===== src/design/asp_params.svh =====
// Constants for the audio sample packer: sources, markers, slot counts.
// Assumes inclusion by bare name; definitions only.
`ifndef ASP_PARAMS_SVH
`define ASP_PARAMS_SVH
`define ASP_SRC_PACKED_ALL 5'h10
`define ASP_SRC_PAIR_OUT 5'h13
`define ASP_SRC_PAIR_MIC 5'h14
`define ASP_SRC_PAIR_REF 5'h15
`define ASP_MARK_0 8'h00
`define ASP_MARK_1 8'h01
`define ASP_MARK_2 8'h02
`define ASP_ALL_MARK_BASE 8'h10
`define ASP_SLOTS 2'h3
`define ASP_RATE_48K 2'h1
`define ASP_FIFO_DEPTH 32
`define ASP_WORD_W 32
`endif


===== src/design/asp_pkg.sv =====
// Types for the audio sample packer.
// Assumes asp_params.svh constants are visible to users.
package asp_pkg;
   typedef logic [31:0] asp_word_t;
   typedef logic [23:0] asp_smp_t;
   typedef enum logic [3:0]
   {
      ASP_IDLE = 4'h1,
      ASP_S0 = 4'h2,
      ASP_S1 = 4'h4,
      ASP_S2 = 4'h8
   } asp_state_e;
   typedef enum logic [1:0]
   {
      ASP_M_OFF = 2'h0,
      ASP_M_ALL = 2'h1,
      ASP_M_PAIR = 2'h2
   } asp_mode_e;
endpackage


===== src/design/asp_fifo.sv =====
// Flip-flop FIFO with valid/ready on both sides.
// Assumes one clock, asynchronous active-low reset.
`timescale 1ns/1ps
module asp_fifo #(
   parameter int WIDTH = 32,
   parameter int DEPTH = 32
) (
   input wire logic i_core_clk,
   input wire logic i_rst_n,
   input wire logic i_wr_valid,
   output logic o_wr_ready,
   input wire logic [WIDTH-1:0] i_wr_data,
   output logic o_rd_valid,
   input wire logic i_rd_ready,
   output logic [WIDTH-1:0] o_rd_data
);
   localparam int AW = $clog2(DEPTH);
   logic [WIDTH-1:0] mem_q [DEPTH];
   logic [AW-1:0] wp_q;
   logic [AW-1:0] rp_q;
   logic [AW:0] cnt_q;
   logic wr;
   logic rd;
   assign o_wr_ready = (cnt_q != (AW+1)'(DEPTH));
   assign o_rd_valid = (cnt_q != '0);
   assign o_rd_data = mem_q[rp_q];
   assign wr = i_wr_valid && o_wr_ready;
   assign rd = o_rd_valid && i_rd_ready;
   always_ff @(posedge i_core_clk)
   begin
      if (wr)
      begin
         mem_q[wp_q] <= i_wr_data;
      end
   end
   always_ff @(posedge i_core_clk or negedge i_rst_n)
   begin
      if (!i_rst_n)
      begin
         wp_q <= '0;
         rp_q <= '0;
         cnt_q <= '0;
      end
      else
      begin
         if (wr)
         begin
            wp_q <= (wp_q == AW'(DEPTH-1)) ? '0 : wp_q + 1'b1;
         end
         if (rd)
         begin
            rp_q <= (rp_q == AW'(DEPTH-1)) ? '0 : rp_q + 1'b1;
         end
         if (wr && !rd)
         begin
            cnt_q <= cnt_q + 1'b1;
         end
         else if (rd && !wr)
         begin
            cnt_q <= cnt_q - 1'b1;
         end
      end
   end
endmodule


===== src/design/asp_packer.sv =====
// Audio sample packer: 16 kHz channel snapshots into a 48 kHz stereo stream.
// Assumes a pipeline strobe per 16 kHz period and a 48 kHz slot strobe.
//
// Contract
// RL1 - Snapshot several 16 kHz channels into one 48 kHz stream.
// RL2 - Pack only while output rate is 48 kHz; else emit nothing.
// RL3 - Three output slots per 16 kHz input period.
// RL4 - Receiver passes samples unchanged, no volume scaling.
// RL5 - Source 16 on both USB channels gives full capture there.
// RL6 - Full capture resolves channel indices itself, six over two.
// RL7 - Order: mic0, mic1, ref left, ref right, out0, out1.
// RL8 - Source 16 on I2S channels 2 and 3 gives full capture.
// RL9 - I2S packed words are always 32 bits.
// RL10 - Host sets USB output to 24-bit for full capture.
// RL11 - Output, mic and ref pair modes share one packing function.
// RL12 - Pair modes need a bit-exact 32-bit path.
// RL13 - Word 0: top 24 bits of first sample, marker 0x00.
// RL14 - Word 1: top 24 bits of second sample, marker 0x01.
// RL15 - Word 2: low bytes of both samples, zero, marker 0x02.
// RL16 - Unpacker finds markers 0x00, 0x01, 0x02 in low bytes.
// RL17 - Full capture uses low-byte slot markers for realignment.
`timescale 1ns/1ps
`include "asp_params.svh"
module asp_packer
   import asp_pkg::*;
(
   input wire logic i_core_clk,
   input wire logic i_rst_n,
   input wire logic i_smp_strobe,
   input wire logic i_slot_strobe,
   input wire logic [1:0] i_out_rate,
   input wire logic [4:0] i_usb_src_l,
   input wire logic [4:0] i_usb_src_r,
   input wire logic [4:0] i_i2s_src_l,
   input wire logic [4:0] i_i2s_src_r,
   input wire logic [31:0] i_mic0,
   input wire logic [31:0] i_mic1,
   input wire logic [31:0] i_ref_l,
   input wire logic [31:0] i_ref_r,
   input wire logic [31:0] i_out0,
   input wire logic [31:0] i_out1,
   input wire logic i_usb_ready,
   output logic o_usb_valid,
   output logic [31:0] o_usb_left,
   output logic [31:0] o_usb_right,
   input wire logic i_i2s_ready,
   output logic o_i2s_valid,
   output logic [31:0] o_i2s_left,
   output logic [31:0] o_i2s_right,
   output logic o_overrun
);
   asp_state_e st_q;
   logic [31:0] snap_q [6];
   logic [63:0] fifo_in;
   logic [63:0] fifo_out;
   logic f_wr_ready;
   logic f_rd_valid;
   logic f_rd_ready;
   logic [1:0] slot;
   logic push;
   logic [31:0] u_l;
   logic [31:0] u_r;
   logic [31:0] s_l;
   logic [31:0] s_r;
   logic rate_ok;
   logic usb_all;
   logic i2s_all;
   logic usb_on;
   logic i2s_on;
   asp_mode_e usb_mode;
   asp_mode_e i2s_mode;
   logic i2s_free;
   logic f_wr_valid;

   // Shared pair packer: one 32-bit word per slot
   function automatic asp_word_t pack_pair(input logic [31:0] a,
                                           input logic [31:0] b,
                                           input logic [1:0] sl);
      asp_word_t w;
      w = 32'h0;
      case (sl)
         2'h0: w = {a[31:8], `ASP_MARK_0}; // [RL13] [RL11]
         2'h1: w = {b[31:8], `ASP_MARK_1}; // [RL14]
         2'h2: w = {a[7:0], b[7:0], 8'h00, `ASP_MARK_2}; // [RL15] [RL12]
         default: w = 32'h0;
      endcase
      return w;
   endfunction

   // Full capture: 24 bits of audio over a slot-numbered low byte,
   // so both channels carry three of the six channels per period
   function automatic asp_word_t pack_all(input logic [31:0] v,
                                          input logic [1:0] sl,
                                          input logic right);
      asp_word_t w;
      w = {v[31:8], `ASP_ALL_MARK_BASE | {5'h0, right, sl}}; // [RL17]
      return w;
   endfunction

   // Per-channel word for a routing source
   function automatic asp_word_t route(input logic [4:0] src,
                                       input logic right,
                                       input logic [1:0] sl,
                                       input logic [31:0] s0,
                                       input logic [31:0] s1,
                                       input logic [31:0] s2,
                                       input logic [31:0] s3,
                                       input logic [31:0] s4,
                                       input logic [31:0] s5);
      asp_word_t w;
      logic [31:0] pick;
      w = 32'h0;
      pick = 32'h0;
      case (src)
         `ASP_SRC_PACKED_ALL:
         begin
            // Left carries mic0,mic1,ref l; right ref r,out0,out1
            case ({right, sl})
               3'h0: pick = s0;
               3'h1: pick = s1;
               3'h2: pick = s2;
               3'h4: pick = s3;
               3'h5: pick = s4;
               3'h6: pick = s5;
               default: pick = 32'h0;
            endcase
            w = pack_all(pick, sl, right); // [RL6] [RL7]
         end
         `ASP_SRC_PAIR_OUT: w = pack_pair(s4, s5, sl); // [RL11]
         `ASP_SRC_PAIR_MIC: w = pack_pair(s0, s1, sl); // [RL11]
         `ASP_SRC_PAIR_REF: w = pack_pair(s2, s3, sl); // [RL11]
         default: w = 32'h0;
      endcase
      return w;
   endfunction

   // Both channels must name one source; a mixed pair is refused
   function automatic asp_mode_e src_mode(input logic [4:0] l,
                                          input logic [4:0] r);
      asp_mode_e m;
      m = ASP_M_OFF;
      if (l == r)
      begin
         case (l)
            `ASP_SRC_PACKED_ALL: m = ASP_M_ALL;
            `ASP_SRC_PAIR_OUT: m = ASP_M_PAIR;
            `ASP_SRC_PAIR_MIC: m = ASP_M_PAIR;
            `ASP_SRC_PAIR_REF: m = ASP_M_PAIR;
            default: m = ASP_M_OFF;
         endcase
      end
      return m;
   endfunction

   assign rate_ok = (i_out_rate == `ASP_RATE_48K); // [RL2]
   assign usb_mode = src_mode(i_usb_src_l, i_usb_src_r);
   assign i2s_mode = src_mode(i_i2s_src_l, i_i2s_src_r);
   assign usb_all = (usb_mode == ASP_M_ALL); // [RL5]
   assign i2s_all = (i2s_mode == ASP_M_ALL); // [RL8]
   assign usb_on = rate_ok && (usb_all || (usb_mode == ASP_M_PAIR));
   assign i2s_on = rate_ok && (i2s_all || (i2s_mode == ASP_M_PAIR)); // [RL8]

   // Slot sequencer: one period of three 48 kHz slots
   always_ff @(posedge i_core_clk or negedge i_rst_n)
   begin
      if (!i_rst_n)
      begin
         st_q <= ASP_IDLE;
      end
      else if (!rate_ok)
      begin
         st_q <= ASP_IDLE; // [RL2]
      end
      else
      begin
         case (st_q)
            ASP_IDLE: if (i_smp_strobe) st_q <= ASP_S0;
            ASP_S0: if (push) st_q <= ASP_S1; // [RL3]
            ASP_S1: if (push) st_q <= ASP_S2;
            ASP_S2: if (push) st_q <= ASP_IDLE;
            default: st_q <= ASP_IDLE;
         endcase
      end
   end

   // Snapshot taken once per 16 kHz period
   always_ff @(posedge i_core_clk or negedge i_rst_n)
   begin
      if (!i_rst_n)
      begin
         for (int i = 0; i < 6; i++)
         begin
            snap_q[i] <= 32'h0;
         end
      end
      else if (i_smp_strobe && st_q == ASP_IDLE)
      begin
         snap_q[0] <= i_mic0; // [RL1]
         snap_q[1] <= i_mic1;
         snap_q[2] <= i_ref_l;
         snap_q[3] <= i_ref_r;
         snap_q[4] <= i_out0;
         snap_q[5] <= i_out1;
      end
   end

   // A strobe during an unfinished period is ignored and raises o_overrun
   always_ff @(posedge i_core_clk or negedge i_rst_n)
   begin
      if (!i_rst_n)
      begin
         o_overrun <= 1'b0;
      end
      else
      begin
         o_overrun <= i_smp_strobe && st_q != ASP_IDLE;
      end
   end

   always_comb
   begin
      slot = 2'h0;
      case (st_q)
         ASP_S0: slot = 2'h0;
         ASP_S1: slot = 2'h1;
         ASP_S2: slot = 2'h2;
         default: slot = 2'h3;
      endcase
   end

   // Stalls on a full FIFO or an unaccepted I2S word, so no slot is lost;
   // a slow I2S receiver therefore paces the USB side as well
   assign i2s_free = !o_i2s_valid || i_i2s_ready || !i2s_on;
   assign push = (st_q != ASP_IDLE) && i_slot_strobe && f_wr_ready
                 && i2s_free;
   assign f_wr_valid = push && usb_on;

   always_comb
   begin
      u_l = 32'h0;
      u_r = 32'h0;
      s_l = 32'h0;
      s_r = 32'h0;
      if (usb_on)
      begin
         u_l = route(i_usb_src_l, 1'b0, slot, snap_q[0], snap_q[1],
                     snap_q[2], snap_q[3], snap_q[4], snap_q[5]);
         u_r = route(i_usb_src_r, 1'b1, slot, snap_q[0], snap_q[1],
                     snap_q[2], snap_q[3], snap_q[4], snap_q[5]);
      end
      if (i2s_on)
      begin
         s_l = route(i_i2s_src_l, 1'b0, slot, snap_q[0], snap_q[1],
                     snap_q[2], snap_q[3], snap_q[4], snap_q[5]);
         s_r = route(i_i2s_src_r, 1'b1, slot, snap_q[0], snap_q[1],
                     snap_q[2], snap_q[3], snap_q[4], snap_q[5]);
      end
   end
   assign fifo_in = {u_l, u_r};

   asp_fifo #(
      .WIDTH(64),
      .DEPTH(`ASP_FIFO_DEPTH)
   ) u_fifo (
      .i_core_clk(i_core_clk),
      .i_rst_n(i_rst_n),
      .i_wr_valid(f_wr_valid),
      .o_wr_ready(f_wr_ready),
      .i_wr_data(fifo_in),
      .o_rd_valid(f_rd_valid),
      .i_rd_ready(f_rd_ready),
      .o_rd_data(fifo_out)
   );

   // USB output register fed from the FIFO
   assign f_rd_ready = !o_usb_valid || i_usb_ready;
   always_ff @(posedge i_core_clk or negedge i_rst_n)
   begin
      if (!i_rst_n)
      begin
         o_usb_valid <= 1'b0;
      end
      else if (f_rd_ready)
      begin
         o_usb_valid <= f_rd_valid;
      end
   end

   // Data moves only with a word, so unwritten FIFO cells never leak out
   always_ff @(posedge i_core_clk or negedge i_rst_n)
   begin
      if (!i_rst_n)
      begin
         o_usb_left <= 32'h0;
         o_usb_right <= 32'h0;
      end
      else if (f_rd_ready && f_rd_valid)
      begin
         o_usb_left <= fifo_out[63:32];
         o_usb_right <= fifo_out[31:0];
      end
   end

   // I2S path is fixed 32-bit words, sent directly per slot
   always_ff @(posedge i_core_clk or negedge i_rst_n)
   begin
      if (!i_rst_n)
      begin
         o_i2s_valid <= 1'b0;
      end
      else if (push && i2s_on)
      begin
         o_i2s_valid <= 1'b1;
      end
      else if (i_i2s_ready)
      begin
         o_i2s_valid <= 1'b0;
      end
   end

   always_ff @(posedge i_core_clk or negedge i_rst_n)
   begin
      if (!i_rst_n)
      begin
         o_i2s_left <= 32'h0;
         o_i2s_right <= 32'h0;
      end
      else if (push && i2s_on)
      begin
         o_i2s_left <= s_l; // [RL9] [RL8]
         o_i2s_right <= s_r;
      end
   end
endmodule


===== config.mk =====
export PLATFORM = sky130hd
export DESIGN_NAME = asp_packer
export DESIGN_NICKNAME = d
export VERILOG_FILES = /design/src/design/asp_pkg.sv /design/src/design/asp_fifo.sv /design/src/design/asp_packer.sv
export VERILOG_INCLUDE_DIRS = /design/src /design/src/design
export SDC_FILE = /design/constraint.sdc
export NUM_CORES = 2
export LEC_CHECK = 0
export BUFFER_PORTS_ARGS = -buffer_cell sky130_fd_sc_hd__buf_2
export CORE_AREA = 2 2 494 496
export DETAILED_ROUTE_END_ITERATION = 8
export DIE_AREA = 0 0 496 498
export GPL_ROUTABILITY_DRIVEN = 0
export HOLD_SLACK_MARGIN = 0.08
export MAX_ROUTING_LAYER = met4
export PLACE_DENSITY = 0.65
export REMOVE_ABC_BUFFERS = 1
export SYNTH_ARGS = -nofsm -noshare
export SYNTH_HDL_FRONTEND = slang
export SYNTH_HIERARCHICAL = 1
export SYNTH_SLANG_ARGS = --single-unit

===== constraint.sdc =====
create_clock -name i_core_clk -period 10.2 [get_ports i_core_clk]
set_input_delay 1.02 -clock i_core_clk [delete_from_list [all_inputs] [get_ports i_core_clk]]
set_output_delay 1.02 -clock i_core_clk [all_outputs]
set_load 0.02 [all_outputs]

==> metrics.txt <==
status complete, no violations; # rows 181; cell family with most CP delay simple AND/OR/NAND/NOR gates; DR iter-0 viols 6709; Area growth, synth to finish 15.0%; Synthesis Warnings 6; Internal Power 18.2 mW; Die X 496 um; Non-Filler Instances 9402; initial core utilization 39.8%; Setup WS post-layout 4.32 ns; period utilisation layout 57.6%; Max Used Layer met4; Post-synth top flop edfxtp_1; pin count of the biggest net entering global routing 133; clock root buffer clkbuf_16; WP buf/inv 4; worst path required time 10.66 ns; most common cell after layout, fill and taps aside edfxtp_1; power per cell area 235 nW/um^2; core area 242000 sq um; Post-CTS Setup Bufs 0; clock network power share 33.3%; routed wire length on met3 25.2 mm; Seq cells post-synth 2381; via count 54025; share of cells above drive strength 1 24.7%; Sw Share 30.0%; Max-Cap Viols 0; Worst Setup End Kind register; IO Pins 351; startpoint types input port; Leakage 37.8 nW; pins over their slew limit 0; Rel. slew slack 12.3%; post-synth top area share 63.9%; minimum clock period 5.88 ns; Final #Nets 6218; Remaining DRCs 0; Fin. Hold Viols 0; FMAX 170 MHz; Sink Count 2381; Avg Cell Area, Syn 18.1 sq um; drt wl/cell 28.5 um; Flop pwr share 42.6%; DR WL met2 124 mm; detailed placement HPWL 167 mm; DIE AREA 247000 sq um; R2R setup slack 5.27 ns; antenna violations before repair 20; Gate Count Post-Synth 5326; Metal-1 WL 109 mm; most frequent cells in the layout edfxtp_1 (2048), mux2i_1 (468), a22oi_1 (414); Multi-input gate area 26000 sq um; Post-CTS Resized 0; global route total overflow 0; Antenna Nets Post-Route 0; clock transition at the registers of the reported paths 0.06 ns; Async SR Flop Fraction 14.0%; Post-synth EDFFs 2048; first-pass GRT wire length 386 mm; CTS tree done; drt pass-1 iters 8; Register Area 69800 sq um; crit-path max cell delay 0.86 ns; setup TNS 0 ns; IO Port Bufs 341; distinct cell type count after synthesis 88; WP depth 12; skew final 0.0773 ns; Max Buffers Root-to-Sink 3; Comb power frac 24.0%; worst reg2reg path depth 8; critical path class in -> reg; post-placement cell count 8950; Critical Path, Cell by Cell buf_2 -> buf_4 -> xor2_1 -> nor4_2 -> nand3_2 -> or3_4 -> nor3_1 -> o31ai_4 -> inv_2 -> nand2_1 -> nor2_4 -> buf_4; IR drop worst, VDD 180 uV; Net Switching 7.80 mW; RSZ-0062 raised after global routing no; Worst-Margin Slew 1.31 ns; top area cells in the synthesized netlist edfxtp_1 (64%), dfrtp_1 (8.6%), mux4_2 (6.4%), mux2i_1 (4.9%), a22oi_1 (3.2%); Worst Path Max Fanout 42; total CTS buffers 233; Fill cells 20495; synthesized area 96300 sq um; vias in the first global route 53830; hold buffers post-CTS 0; DR vias/cell 5.75; CP dominant cell by count buf_4; final setup fails 0; post-synthesis sequential area ratio 72.6%; Crit-path slowest cell nor2_4; dpl ws 3.53 ns; Routed WL 268 mm; crit path DAT 6.34 ns; GRT Resource Usage Total 22.0%; Worst Hold Class in -> async; H-tree levels 4; area leader, netlist edfxtp_1; Die Y 498 um; Skew-Pair Late Insertion Delay 0.90 ns
[worst reg2reg max path: stages (launching register included)]
cell     delay (ns)
dfrtp_1        0.81
or4b_4         0.30
nand3_1        0.17
nor3_1         0.59
o31ai_4        0.21
inv_2          0.21
nand2_1        0.48
nor2_4         0.87
buf_4          0.85
[logic make-up (layout without fill, tap and decap cells)]
logic type | after synthesis | in the layout | share of synthesized area [%]
buf+inv | 374 | 936 | 2.35
xor+xnor | 9 | 9 | 0.0819
fa+ha+maj | 14 | 14 | 0.190
simple gates | 624 | 624 | 3.29
flops | 2381 | 2381 | 72.6
mux | 1023 | 1023 | 14.8
compound gates | 900 | 900 | 6.74
other cells | 1 | 313 | 0.00390
[worst paths after layout]
check | from | to
min in group i_core_clk | i_ref_r[0] | snap_q[64]$_DFFE_PN0P_
max | i_usb_src_l[0] | u_fifo/mem_q[0][5]$_DFFE_PP_
max in group asynchronous | i_rst_n | u_fifo/rp_q[0]$_DFFE_PN0P_
min reg2reg | o_i2s_right[1]$_DFFE_PN0P_ | o_i2s_right[1]$_DFFE_PN0P_
min | i_rst_n | snap_q[156]$_DFFE_PN0P_
max reg2reg | st_q[1]$_DFFE_PN0P_ | u_fifo/mem_q[0][5]$_DFFE_PP_
[metrics by stage]
stage | instance area [sq um] | power (mW) | utilization, % | hold slack, ns
2_1_floorplan | 95200 | 16.4 | - | 0.472
5_1_grt | 111000 | 26.9 | 45.7 | 0.166
3_5_place_dp | 103000 | 17.6 | 42.5 | 0.475
6_report | 111000 | 26.0 | 45.8 | 0.151
4_1_cts | 111000 | 26.2 | 45.7 | 0.128
3_3_place_gp | 103000 | 17.5 | 42.5 | 0.473
[layout make-up]
class	instances	share of cell area [%]
clock inverter	154	1.50
tap	3202	3.62
clock buffer	281	5.52
antenna	16	0.0362
inverter	13	0.0441
multi-input combinational	2867	23.5
sequential	2381	63.1
timing repair buffer	488	2.65
[state kept, by name, summed over array words and instances, names as in the netlist]
register and count:
o_i2s_left 27, o_i2s_right 27, o_i2s_valid 1, o_overrun 1, o_usb_left 32, o_usb_right 32
o_usb_valid 1, snap_q 192, st_q 4, u_fifo/cnt_q 6, u_fifo/mem_q 2048, u_fifo/rp_q 5
u_fifo/wp_q 5
[routing by layer]
layer  up-vias  GRT usage (%)
li1      22776              -
met1     27894           29.5
met2      2834           33.4
met3       521           4.80
met4         0           7.28
met5         -              -
[power by group through the flow]
stage | Combinational [mW] | Sequential [mW] | Clock, mW
after floorplan | 4.67 | 11.7 | 0
after global placement | 6.24 | 11.3 | 0
after detailed placement | 6.30 | 11.3 | 0
after CTS | 6.31 | 11.1 | 8.78
after global routing | 6.61 | 11.1 | 9.18
final | 6.24 | 11.1 | 8.66
[synth_stat cells (91+ instances only)]
cell	count
dfrtp_1	332
nand3_1	97
mux2_2	265
mux4_2	272
edfxtp_1	2048
o22ai_1	99
buf_2	127
nand2_1	132
a21oi_1	91
nor2_1	171
a22oi_1	414
clkbuf_1	110
mux2i_1	468
Note: power is estimated with default switching activity, not from simulation.
